==> src/lcsr_pkg.sv <==
// lcsr_pkg: word layout, command codes, reset values and timing counts
// for the led driver configuration and status register bank.
// assumes a 100 MHz system clock and 288-bit host frames.
package lcsr_pkg;

	// ==========================================================
	// word geometry and offsets
	localparam int          WORD_W          = 288;
	localparam int          CFG_W           = 205;
	localparam int          CH_N            = 16;
	localparam int          DC_W            = 7;
	localparam int          DC_STEP         = 21;
	localparam int          DC_B_SHIFT      = 14;
	localparam logic [1:0]  OFS_CONFIG      = 2'h1;
	localparam logic [1:0]  OFS_STATUS      = 2'h2;

	// ==========================================================
	// command field and codes
	localparam int          CMD_LO          = 276;
	localparam int          CMD_W           = 12;
	localparam logic [11:0] CMD_GLOBAL_RST  = 12'h25C;
	localparam logic [11:0] CMD_SELFTEST    = 12'h535;
	localparam logic [11:0] CMD_NEIGH_CHECK = 12'h53A;
	localparam logic [11:0] CMD_NEG_TOGGLE  = 12'h55A;
	localparam logic [11:0] CMD_STATUS_READ = 12'h5A3;
	localparam logic [11:0] CMD_CONFIG_READ = 12'h5AC;
	localparam logic [11:0] CMD_GRAY_READ   = 12'h5AF;
	localparam logic [11:0] CMD_ERROR_CLEAR = 12'hA53;

	// ==========================================================
	// configuration field positions
	localparam int          ERR_MASK_BIT    = 204;
	localparam int          SLEW_BIT        = 203;
	localparam int          OPEN_THR_BIT    = 202;
	localparam int          SHORT_THR_BIT   = 201;
	localparam int          NTEST_CUR_BIT   = 200;
	localparam int          NTEST_DUR_BIT   = 199;
	localparam int          GRAY_W_LO       = 197;
	localparam int          TIMING_RST_BIT  = 196;
	localparam int          AUTO_REP_BIT    = 195;
	localparam int          B_RANGE_BIT     = 194;
	localparam int          R_RANGE_BIT     = 192;
	localparam int          B_BRIGHT_LO     = 184;
	localparam int          R_BRIGHT_LO     = 168;
	localparam logic        ERR_MASK_RST    = 1'h1;

	// ==========================================================
	// status field positions
	localparam int          ST_OPEN2_B      = 280;
	localparam int          ST_OPEN2_R      = 264;
	localparam int          ST_OPEN1_B      = 256;
	localparam int          ST_OPEN1_R      = 240;
	localparam int          ST_NEIGH_B      = 232;
	localparam int          ST_UNUSED       = 224;
	localparam int          ST_NEIGH_R      = 216;
	localparam int          ST_OVERTEMP     = 215;
	localparam int          ST_PREWARN      = 214;
	localparam int          ST_NTEST_LO     = 211;
	localparam int          ST_REF_SHORT    = 210;
	localparam int          ST_REF_OPEN     = 209;
	localparam int          ST_SELF_LO      = 206;
	localparam int          ST_NEGATE_BIT_ONE         = 205;
	localparam int          ST_NEGATE_BIT_ZERO         = 204;
	localparam int          ST_SHORT2_B     = 184;
	localparam int          ST_SHORT2_R     = 168;
	localparam int          ST_SHORT1_B     = 160;
	localparam int          ST_SHORT1_R     = 144;
	localparam logic [2:0]  RESULT_PASS     = 3'h3;
	localparam logic [2:0]  RESULT_FAIL     = 3'h6;
	localparam logic [2:0]  RESULT_NONE     = 3'h0;

	// ==========================================================
	// grayscale counter widths
	localparam logic [3:0]  GRAY_BITS_12    = 4'hC;
	localparam logic [3:0]  GRAY_BITS_10    = 4'hA;
	localparam logic [3:0]  GRAY_BITS_8     = 4'h8;

	// ==========================================================
	// timing
	localparam int          CLK_PERIOD_NS   = 10;
	localparam int          SLEW_FAST_NS    = 100;
	localparam int          SLEW_SLOW_NS    = 200;
	localparam int          NTEST_SHORT_US  = 10;
	localparam int          NTEST_LONG_US   = 20;
	localparam int          SLEW_FAST_CYC   = SLEW_FAST_NS / CLK_PERIOD_NS;
	localparam int          SLEW_SLOW_CYC   = SLEW_SLOW_NS / CLK_PERIOD_NS;
	localparam int          NTEST_SHORT_CYC = NTEST_SHORT_US * 1000 / CLK_PERIOD_NS;
	localparam int          NTEST_LONG_CYC  = NTEST_LONG_US * 1000 / CLK_PERIOD_NS;

endpackage : lcsr_pkg

==> src/lcsr_regs.sv <==
// lcsr_regs: configuration word and read-only status word of the led sink driver.
// assumes the serial shifter delivers whole 288-bit frames with a one-cycle strobe
// and that the detector front end delivers fault events as one-cycle pulses.
`timescale 1ns/1ns

module lcsr_regs (
	// clock and reset
	input  wire logic                          clk_in,
	input  wire logic                          rst_n_in,
	// host frame from the serial shifter
	input  wire logic                          frame_valid_in,
	input  wire logic [lcsr_pkg::WORD_W-1:0]   frame_word_in,
	// read-back frame toward the shift-out register
	output logic                               read_valid_out,
	output logic [1:0]                         read_source_out,
	output logic [lcsr_pkg::WORD_W-1:0]        read_word_out,
	// decoded configuration
	output logic                               led_error_mask_out,
	output logic                               slew_slow_out,
	output logic [4:0]                         edge_cycles_out,
	output logic                               open_threshold_select_out,
	output logic                               short_threshold_select_out,
	output logic                               neighbour_test_current_out,
	output logic [10:0]                        neighbour_test_cycles_out,
	output logic [3:0]                         gray_counter_bits_out,
	output logic                               timing_reset_en_out,
	output logic                               auto_repeat_en_out,
	output logic                               b_group_correction_range_out,
	output logic                               r_group_correction_range_out,
	output logic [7:0]                         b_group_brightness_out,
	output logic [7:0]                         r_group_brightness_out,
	output logic [lcsr_pkg::CH_N*7-1:0]        channel_dot_correction_out,
	// detector events, bit n = r channel n, bit 8+n = b channel n
	input  wire logic [lcsr_pkg::CH_N-1:0]     open_first_in,
	input  wire logic [lcsr_pkg::CH_N-1:0]     open_second_in,
	input  wire logic [lcsr_pkg::CH_N-1:0]     short_first_in,
	input  wire logic [lcsr_pkg::CH_N-1:0]     short_second_in,
	input  wire logic [lcsr_pkg::CH_N-1:0]     neighbour_short_in,
	input  wire logic [7:0]                    unused_pin_neighbour_in,
	input  wire logic                          overtemp_in,
	input  wire logic                          prewarn_in,
	input  wire logic                          ref_short_in,
	input  wire logic                          ref_open_in,
	input  wire logic                          neighbour_test_done_in,
	input  wire logic                          neighbour_test_pass_in,
	input  wire logic                          selftest_done_in,
	input  wire logic                          selftest_pass_in,
	input  wire logic                          negate_bit_one_in,
	input  wire logic                          negate_bit_zero_in
);
	import lcsr_pkg::*;

	// ==========================================================
	// command decode
	logic [CMD_W-1:0] cmd;
	logic             is_known_cmd;
	logic             do_status_read;
	logic             do_config_read;
	logic             do_clear;
	logic             do_store;

	// command field sits at the top of every frame
	assign cmd            = frame_word_in[CMD_LO +: CMD_W];
	assign do_status_read = frame_valid_in && (cmd == CMD_STATUS_READ);
	assign do_config_read = frame_valid_in && (cmd == CMD_CONFIG_READ);
	assign do_clear       = frame_valid_in && (cmd == CMD_ERROR_CLEAR);

	// any listed command is an action, a frame with any other command code loads configuration
	always_comb begin
		is_known_cmd = 1'b0;
		if (cmd == CMD_GLOBAL_RST || cmd == CMD_SELFTEST || cmd == CMD_NEIGH_CHECK) begin
			is_known_cmd = 1'b1;
		end else if (cmd == CMD_NEG_TOGGLE || cmd == CMD_GRAY_READ) begin
			is_known_cmd = 1'b1;
		end else if (cmd == CMD_STATUS_READ || cmd == CMD_CONFIG_READ || cmd == CMD_ERROR_CLEAR) begin
			is_known_cmd = 1'b1;
		end
	end
	assign do_store = frame_valid_in && !is_known_cmd;

	// ==========================================================
	// configuration storage
	logic [CFG_W-1:0] cfg_q;
	logic [CFG_W-1:0] cfg_d;

	// reserved bits are kept as written, host keeps them zero
	assign cfg_d = do_store ? frame_word_in[CFG_W-1:0] : cfg_q;

	// configuration word, error mask resets set
	always_ff @(posedge clk_in) begin
		if (!rst_n_in) begin
			cfg_q               <= '0;
			cfg_q[ERR_MASK_BIT] <= ERR_MASK_RST;
		end else begin
			cfg_q <= cfg_d;
		end
	end

	// ==========================================================
	// decoded single-bit controls, registered alongside the word
	always_ff @(posedge clk_in) begin
		if (!rst_n_in) begin
			led_error_mask_out           <= ERR_MASK_RST;
			slew_slow_out                <= 1'b0;
			edge_cycles_out              <= 5'(SLEW_FAST_CYC);
			open_threshold_select_out    <= 1'b0;
			short_threshold_select_out   <= 1'b0;
			neighbour_test_current_out   <= 1'b0;
			neighbour_test_cycles_out    <= 11'(NTEST_SHORT_CYC);
			timing_reset_en_out          <= 1'b0;
			auto_repeat_en_out           <= 1'b0;
			b_group_correction_range_out <= 1'b0;
			r_group_correction_range_out <= 1'b0;
		end else begin
			led_error_mask_out           <= cfg_d[ERR_MASK_BIT];
			slew_slow_out                <= cfg_d[SLEW_BIT];
			edge_cycles_out              <= cfg_d[SLEW_BIT] ? 5'(SLEW_SLOW_CYC) : 5'(SLEW_FAST_CYC);
			open_threshold_select_out    <= cfg_d[OPEN_THR_BIT];
			short_threshold_select_out   <= cfg_d[SHORT_THR_BIT];
			neighbour_test_current_out   <= cfg_d[NTEST_CUR_BIT];
			neighbour_test_cycles_out    <= cfg_d[NTEST_DUR_BIT] ? 11'(NTEST_LONG_CYC)
			                                                     : 11'(NTEST_SHORT_CYC);
			timing_reset_en_out          <= cfg_d[TIMING_RST_BIT];
			auto_repeat_en_out           <= cfg_d[AUTO_REP_BIT];
			b_group_correction_range_out <= cfg_d[B_RANGE_BIT];
			r_group_correction_range_out <= cfg_d[R_RANGE_BIT];
		end
	end

	// grayscale counter width, codes 0 and 1 both mean twelve bits
	always_ff @(posedge clk_in) begin
		if (!rst_n_in) begin
			gray_counter_bits_out <= GRAY_BITS_12;
		end else begin
			case (cfg_d[GRAY_W_LO +: 2])
				2'h2:    gray_counter_bits_out <= GRAY_BITS_10;
				2'h3:    gray_counter_bits_out <= GRAY_BITS_8;
				default: gray_counter_bits_out <= GRAY_BITS_12;
			endcase
		end
	end

	// group brightness
	always_ff @(posedge clk_in) begin
		if (!rst_n_in) begin
			b_group_brightness_out <= 8'h00;
			r_group_brightness_out <= 8'h00;
		end else begin
			b_group_brightness_out <= cfg_d[B_BRIGHT_LO +: 8];
			r_group_brightness_out <= cfg_d[R_BRIGHT_LO +: 8];
		end
	end

	// per-channel dot correction, r n at 21n, b n at 21n+14
	for (genvar ch = 0; ch < CH_N; ch++) begin : g_dc
		localparam int POS = (ch < 8) ? ch * DC_STEP : (ch - 8) * DC_STEP + DC_B_SHIFT;
		always_ff @(posedge clk_in) begin
			if (!rst_n_in) begin
				channel_dot_correction_out[ch*DC_W +: DC_W] <= 7'h00;
			end else begin
				channel_dot_correction_out[ch*DC_W +: DC_W] <= cfg_d[POS +: DC_W];
			end
		end
	end

	// ==========================================================
	// sticky fault flags, a new event wins over a clear
	logic [CH_N-1:0] open1_q, open2_q, short1_q, short2_q, neigh_q;
	logic [7:0]      unused_q;
	logic            overtemp_q, prewarn_q, ref_short_q, ref_open_q;
	logic [2:0]      ntest_q, self_q;
	logic            negate_bit_one_q, negate_bit_zero_q;

	always_ff @(posedge clk_in) begin
		if (!rst_n_in) begin
			open1_q  <= '0;
			open2_q  <= '0;
			short1_q <= '0;
			short2_q <= '0;
			neigh_q  <= '0;
			unused_q <= 8'h00;
		end else begin
			open1_q  <= (do_clear ? '0 : open1_q) | open_first_in;
			open2_q  <= (do_clear ? '0 : open2_q) | open_second_in;
			short1_q <= (do_clear ? '0 : short1_q) | short_first_in;
			short2_q <= (do_clear ? '0 : short2_q) | short_second_in;
			neigh_q  <= (do_clear ? '0 : neigh_q) | neighbour_short_in;
			unused_q <= (do_clear ? 8'h00 : unused_q) | unused_pin_neighbour_in;
		end
	end

	// device-level fault flags
	always_ff @(posedge clk_in) begin
		if (!rst_n_in) begin
			overtemp_q  <= 1'b0;
			prewarn_q   <= 1'b0;
			ref_short_q <= 1'b0;
			ref_open_q  <= 1'b0;
		end else begin
			overtemp_q  <= (overtemp_q && !do_clear) || overtemp_in;
			prewarn_q   <= (prewarn_q && !do_clear) || prewarn_in;
			ref_short_q <= (ref_short_q && !do_clear) || ref_short_in;
			ref_open_q  <= (ref_open_q && !do_clear) || ref_open_in;
		end
	end

	// test results, a finishing test overrides a clear
	always_ff @(posedge clk_in) begin
		if (!rst_n_in) begin
			ntest_q <= RESULT_NONE;
			self_q  <= RESULT_NONE;
		end else begin
			if (neighbour_test_done_in) begin
				ntest_q <= neighbour_test_pass_in ? RESULT_PASS : RESULT_FAIL;
			end else if (do_clear) begin
				ntest_q <= RESULT_NONE;
			end
			if (selftest_done_in) begin
				self_q <= selftest_pass_in ? RESULT_PASS : RESULT_FAIL;
			end else if (do_clear) begin
				self_q <= RESULT_NONE;
			end
		end
	end

	// negate bits follow the toggling logic
	always_ff @(posedge clk_in) begin
		if (!rst_n_in) begin
			negate_bit_one_q <= 1'b0;
			negate_bit_zero_q <= 1'b0;
		end else begin
			negate_bit_one_q <= negate_bit_one_in;
			negate_bit_zero_q <= negate_bit_zero_in;
		end
	end

	// ==========================================================
	// status image, reserved bits zero
	logic [WORD_W-1:0] status_img;

	always_comb begin
		status_img                       = '0;
		status_img[ST_OPEN2_B +: 8]      = open2_q[15:8];
		status_img[ST_OPEN2_R +: 8]      = open2_q[7:0];
		status_img[ST_OPEN1_B +: 8]      = open1_q[15:8];
		status_img[ST_OPEN1_R +: 8]      = open1_q[7:0];
		status_img[ST_NEIGH_B +: 8]      = neigh_q[15:8];
		status_img[ST_UNUSED +: 8]       = unused_q;
		status_img[ST_NEIGH_R +: 8]      = neigh_q[7:0];
		status_img[ST_OVERTEMP]          = overtemp_q;
		status_img[ST_PREWARN]           = prewarn_q;
		status_img[ST_NTEST_LO +: 3]     = ntest_q;
		status_img[ST_REF_SHORT]         = ref_short_q;
		status_img[ST_REF_OPEN]          = ref_open_q;
		status_img[ST_SELF_LO +: 3]      = self_q;
		status_img[ST_NEGATE_BIT_ONE]              = negate_bit_one_q;
		status_img[ST_NEGATE_BIT_ZERO]              = negate_bit_zero_q;
		status_img[ST_SHORT2_B +: 8]     = short2_q[15:8];
		status_img[ST_SHORT2_R +: 8]     = short2_q[7:0];
		status_img[ST_SHORT1_B +: 8]     = short1_q[15:8];
		status_img[ST_SHORT1_R +: 8]     = short1_q[7:0];
	end

	// ==========================================================
	// read-back, word and source hold until the next status or config read command, valid for one cycle
	always_ff @(posedge clk_in) begin
		if (!rst_n_in) begin
			read_valid_out  <= 1'b0;
			read_source_out <= 2'h0;
			read_word_out   <= '0;
		end else begin
			read_valid_out <= do_status_read || do_config_read;
			if (do_status_read) begin
				read_source_out <= OFS_STATUS;
				read_word_out   <= status_img;
			end else if (do_config_read) begin
				read_source_out <= OFS_CONFIG;
				read_word_out   <= {{(WORD_W-CFG_W){1'b0}}, cfg_q};
			end
		end
	end
endmodule : lcsr_regs

==> config.mk <==
export PLATFORM = sky130hd
export DESIGN_NAME = lcsr_regs
export DESIGN_NICKNAME = d
export VERILOG_FILES = /design/src/lcsr_pkg.sv /design/src/lcsr_regs.sv
export SDC_FILE = /design/constraint.sdc
export NUM_CORES = 1
export LEC_CHECK = 0
export ABC_AREA = 1
export BUFFER_PORTS_ARGS = -buffer_cell sky130_fd_sc_hd__buf_4
export CAP_MARGIN = 10
export CORE_AREA = 2 2 324 326
export CTS_BUF_LIST = sky130_fd_sc_hd__clkbuf_8 sky130_fd_sc_hd__clkbuf_16
export DETAILED_ROUTE_END_ITERATION = 10
export DIE_AREA = 0 0 326 328
export PLACE_DENSITY = 0.51
export SKIP_CTS_REPAIR_TIMING = 1
export SYNTH_ARGS = -nofsm -noshare
export SYNTH_HDL_FRONTEND = slang
export SYNTH_SLANG_ARGS = --single-unit
==> constraint.sdc <==
create_clock -name clk_in -period 1.9 [get_ports clk_in]
set_input_delay 0.095 -clock clk_in [delete_from_list [all_inputs] [get_ports clk_in]]
set_output_delay 0.095 -clock clk_in [all_outputs]
set_load 0.02 [all_outputs]
======== After elaboration in Yosys (flattened, before gate mapping) ========
Index checks and enable logic that the tools add are counted.
storage, ports and cells
  bits in registers ....................... 737
  input bits .............................. 389
  output and inout port bits .............. 448
  word-level logic and storage cells ...... 114
operators by class
  equal/unequal tests ..................... 10
  multiplexer cells ....................... 22
  bitwise gates (word level) .............. 7
  reductions and logical operators ........ 24
operators with widths
  operator                                                number
  2-to-1 mux 288 bit                                      2
  2-to-1 mux 205 bit                                      1
  2-to-1 mux 16 bit                                       5
  bitwise OR 16 bit                                       5
  equality test 12 x 11 -> 1 bit (second input constant)  6
  2-to-1 mux 3 bit                                        5
  equality test 12 x 10 -> 1 bit (second input constant)  1
  equality test 12 bit (second input constant)            1
  2-to-1 mux 11 bit                                       1
  logical OR 1 bit                                        10
  logical AND 1 bit                                       8
  2-to-1 mux 8 bit                                        1
  bitwise OR 8 bit                                        1
  case mux 3 bit (2 select lines)                         1
  nonzero test 2 bit                                      3
  2-to-1 mux 5 bit                                        1
  equality test 2 bit (second input constant)             2
  2-to-1 mux 2 bit                                        2
  2-to-1 mux 1 bit                                        3
  logical NOT 1 bit                                       2
  OR reduction 2 bit                                      1
  inverter 1 bit                                          1

======== Depth between registers and ports, before layout ========
  word-level depth ........................ 11
  mapped depth ............................ 13
  depth with buffers taken out ............ 11

======== Least setup slack after synthesis ========
OpenSTA, ideal clock, no wires.
  path type ............................... input to register
  start point ............................. in frame_word_in[283] in the netlist's numbering
  end point ............................... reg with a tool-made name
  library setup time ...................... 0.128 ns
  arrival time ............................ 1.186 ns
  data required time ...................... 1.772 ns
  path slack .............................. 0.586 ns
  cell stages on the path ................. 13
  buffers on the path ..................... 3
  cells stage by stage .................... nand2_1 > clkinv_1 > nand2_1 > nor2_2 > nor2_1 > nand3_1 > nand2_1 > nand2_2 > buf_6 > buf_8 > buf_6 > o21ai_1 > nor2_1
RTL lines
  element      line             RTL
  from (decl)  lcsr_regs.sv:12  input wire logic [lcsr_pkg::WORD_W-1:0] frame_word_in,

==> impl_metrics.py <==
metrics = {
    "outcome": {
        "status": "finished, final reports clean",
    },
    "pwr": {
        "ir_drop_mv": 0.5734,
        "p_seq_frac": 0.450,
        "switching_share": 0.2437,
        "p_switching_mw": 7.065,
        "p_leak_nw": 14.84,
        "powerDensity_mw_per_mm2": 873.2,
        "p_total_mw": 28.99,
        "p_comb_frac": 0.100,
        "internal_power_mw": 21.92,
        "p_clk_frac": 0.450,
    },
    "final_layout": {
        "regArea_mm2": 0.01169,
        "final_layout_size_suffix_gt1_frac": 0.2683,
        "areaGrowthSynthToFinish_pct": 56.42,
        "nets": 3977,
        "nFillCells": 10910,
        "fin_util": 0.3217,
        "multi_input_area_mm2": 0.007438,
    },
    "critical_path": {
        "setup.worst_path.end_class": "output port",
        "cp_slowest_cell": "dfxtp_1",
        "cp_cell_sequence": "buf_4",
        "startpoint_type": "flop",
        "path_max_fanout": 3,
        "cp_slowest_stage_delay_ps": 500,
        "path_buf_inv": 1,
        "cp.arrival_ps": 1320,
        "cp_top_family": "flip-flops",
        "worstPathRequired_ps": 1800,
        "crit_type": "reg2out",
    },
    "global_route": {
        "grt_first_pass_wirelength_um": 116100,
        "track_usage": 0.1405,
        "grt_pass1_vias": 18540,
        "antenna_found_initial": 6,
        "grt_max_degree": 99,
        "grt-ovfl-total": 0,
    },
    "logic_synthesis": {
        "netlist_area_mm2": 0.02122,
        "yosys_warnings": 0,
        "synth_top_area_share": 0.5509,
        "syn_inst": 2671,
        "synth_ff_type": "dfxtp_1",
        "syn_area_per_cell_um2": 7.945,
        "synth_seq_area_share": 0.5509,
        "synth-xor-area-share": 0,
        "synth_fa_ha_area_frac": 0,
        "synth-seq-cells": 584,
        "post-synth-top-area-cell": "dfxtp_1",
        "synthArstFlopShare": 0,
        "ys_types": 26,
        "synth_top_family_by_area": "simple AND/OR/NAND/NOR gates",
        "synth_edf_count": 0,
        "synth_compound_area_frac": 0.1126,
        "synth.top_cells.by_area": "dfxtp_1 55%, nor2_1 15%, buf_4 6.1%",
        "muxShareOfSynthArea": 0,
        "yosys.area_share.simple": 0.2314,
    },
    "cts": {
        "clk_latency_ps": 620,
        "clkSlewWorstSetupHoldPaths_ps": 60,
        "cts_tree": "done",
        "cts_made_buffers": 70,
        "clkSinkCount": 584,
        "root_buffer": "clkbuf_16",
        "clockBufferDepth": 3,
        "h-tree-depth": 3,
    },
    "detailed_routing": {
        "drt-vias-per-instance": 4.090,
        "wl_um": 80920,
        "drt_iter0_markers": 966,
        "firstDrtPassIters": 4,
        "wl_per_cell_um": 16.13,
        "final_antenna_net_count": 0,
        "num_vias": 20510,
        "drc": 0,
    },
    "die": {
        "fp.dieW_um": 326,
        "die_h_um": 328,
        "io_pins": 837,
        "std_cell_rows": 118,
        "coreArea_mm2": 0.1032,
        "die_area_mm2": 0.1069,
        "initial_core_util": 0.2056,
    },
    "timing": {
        "relSlewSlack": 0.5875,
        "fin_crit_ps": 1415,
        "fin_crit_sh": 0.7445,
        "hold_violations": 0,
        "finClkSkew_ps": 16.63,
        "rsz0062_at_grt": "false",
        "setup_viol": 0,
        "tightest_slew_ps": 618.8,
        "drv_slew": 0,
        "timing.fmax_mhz": 706.9,
        "tns_ps": 0,
    },
    "job": {
        "max-cap-violations": 0,
    },
    "placed_design": {
        "globalplace.congestion": 0.8212,
        "post-dp-hpwl_um": 57410,
        "port_buffers": 739,
    },
    "hold_path": {
        "hold_path_class": "in2reg",
    },
}
[registers in the layout, indices dropped and copies added (netlist names), 2 cells and up, named ones only]
| register | flops |
|---|---|
| read_word_out | 272 |
| cfg_q | 203 |
| neigh_q | 16 |
| open1_q | 16 |
| open2_q | 16 |
| short1_q | 16 |
| short2_q | 16 |
| unused_q | 8 |
| ntest_q | 3 |
| self_q | 3 |
| gray_counter_bits_out | 2 |
| read_source_out | 2 |
[final cells by class]
class,count,share of cell area
Antenna cell,2,0.0001508
Clock buffer,86,0.06042
Clock inverter,32,0.006596
Inverter,26,0.003505
Multi-Input combinational cell,1742,0.2241
Sequential cell,584,0.3522
Tap cell,1380,0.05201
Timing Repair Buffer,1164,0.3010
[power by group through the flow]
stage	sequential [mW]	clock [mW]	combinational [mW]
3_3_place_gp	13.3	0	2.35
2_1_floorplan	13.2	0	1.43
6_report	13.0	13.1	2.89
4_1_cts	13.0	13.5	2.38
5_1_grt	13.1	13.9	3.14
3_5_place_dp	13.3	0	2.37
[cell usage in the layout, fill, tap and decap left out, drive strengths merged]
cell / synthesis / layout
dlygate4sd3: 0 / 304
o211ai: 2 / 2
diode: 0 / 2
nor2: 858 / 858
conb: 2 / 26
clkinvlp: 0 / 2
o21ai: 268 / 268
nand3: 7 / 7
dfxtp: 584 / 584
a31oi: 2 / 2
a211oi: 3 / 3
clkinv: 1 / 8
buf: 268 / 859
nand4: 1 / 1
o21bai: 1 / 1
nand2: 201 / 201
inv: 25 / 46
nor3: 175 / 175
bufinv: 0 / 2
a21oi: 198 / 198
clkbuf: 75 / 87
[cell families (layout without fill, tap and decap cells)]
family,count (synthesis),in the layout
other,2,28
AND/OR/NAND/NOR,1242,1242
flip-flops,584,584
buffers and inverters,369,1308
AO/OA/AOI/OAI,474,474
[routing by layer]
layer	up-vias	wire length, um	global-route usage
met3	135	6384	0.05411
met4	2	2435	0.05290
met5	-	11	0
li1	10260	-	-
met2	646	38270	0.2297
met1	9475	33810	0.1661
[Yosys cell counts (5+ instances only)]
master,n
a21oi_1,198
buf_1,5
buf_2,79
buf_4,172
buf_6,11
clkbuf_1,75
dfxtp_1,584
inv_1,20
inv_2,5
nand2_1,198
nand3_1,7
nor2_1,856
nor3_1,174
o21ai_0,168
o21ai_1,100
[worst min-delay path: cells and delay by family]
family	cells	cell delay (ps)
AO/OA/AOI/OAI	1	90
AND/OR/NAND/NOR	4	350
buffers and inverters	1	130
[path summary, 6_finish.rpt]
check / start / endpoint / slack [ps] / depth (start not counted)
worst min-delay path: frame_valid_in / cfg_q[3] / 90 / 6
worst max-delay path: cfg_q[191] / b_group_brightness_out[7] / 490 / 1
worst min register to register: short1_q[10] / read_word_out[162] / 440 / 2
worst max register to register: self_q[0] / self_q[0] / 730 / 3
[stage by stage]
stage / instance area (um^2) / hold WS, ps / cells / setup slack [ps]
after detailed placement: 27920 / 281.5 / 4592 / 15.75
after global placement: 27920 / 281.9 / 4592 / 32.01
after global routing: 33190 / 90.71 / 5015 / 405.2
final: 33200 / 89.32 / 5016 / 485.4
after CTS: 30150 / -407.2 / 4710 / 391.6
after floorplan: 21310 / 192.6 / 2695 / 586.4
Power figures use the tool's default switching activity.
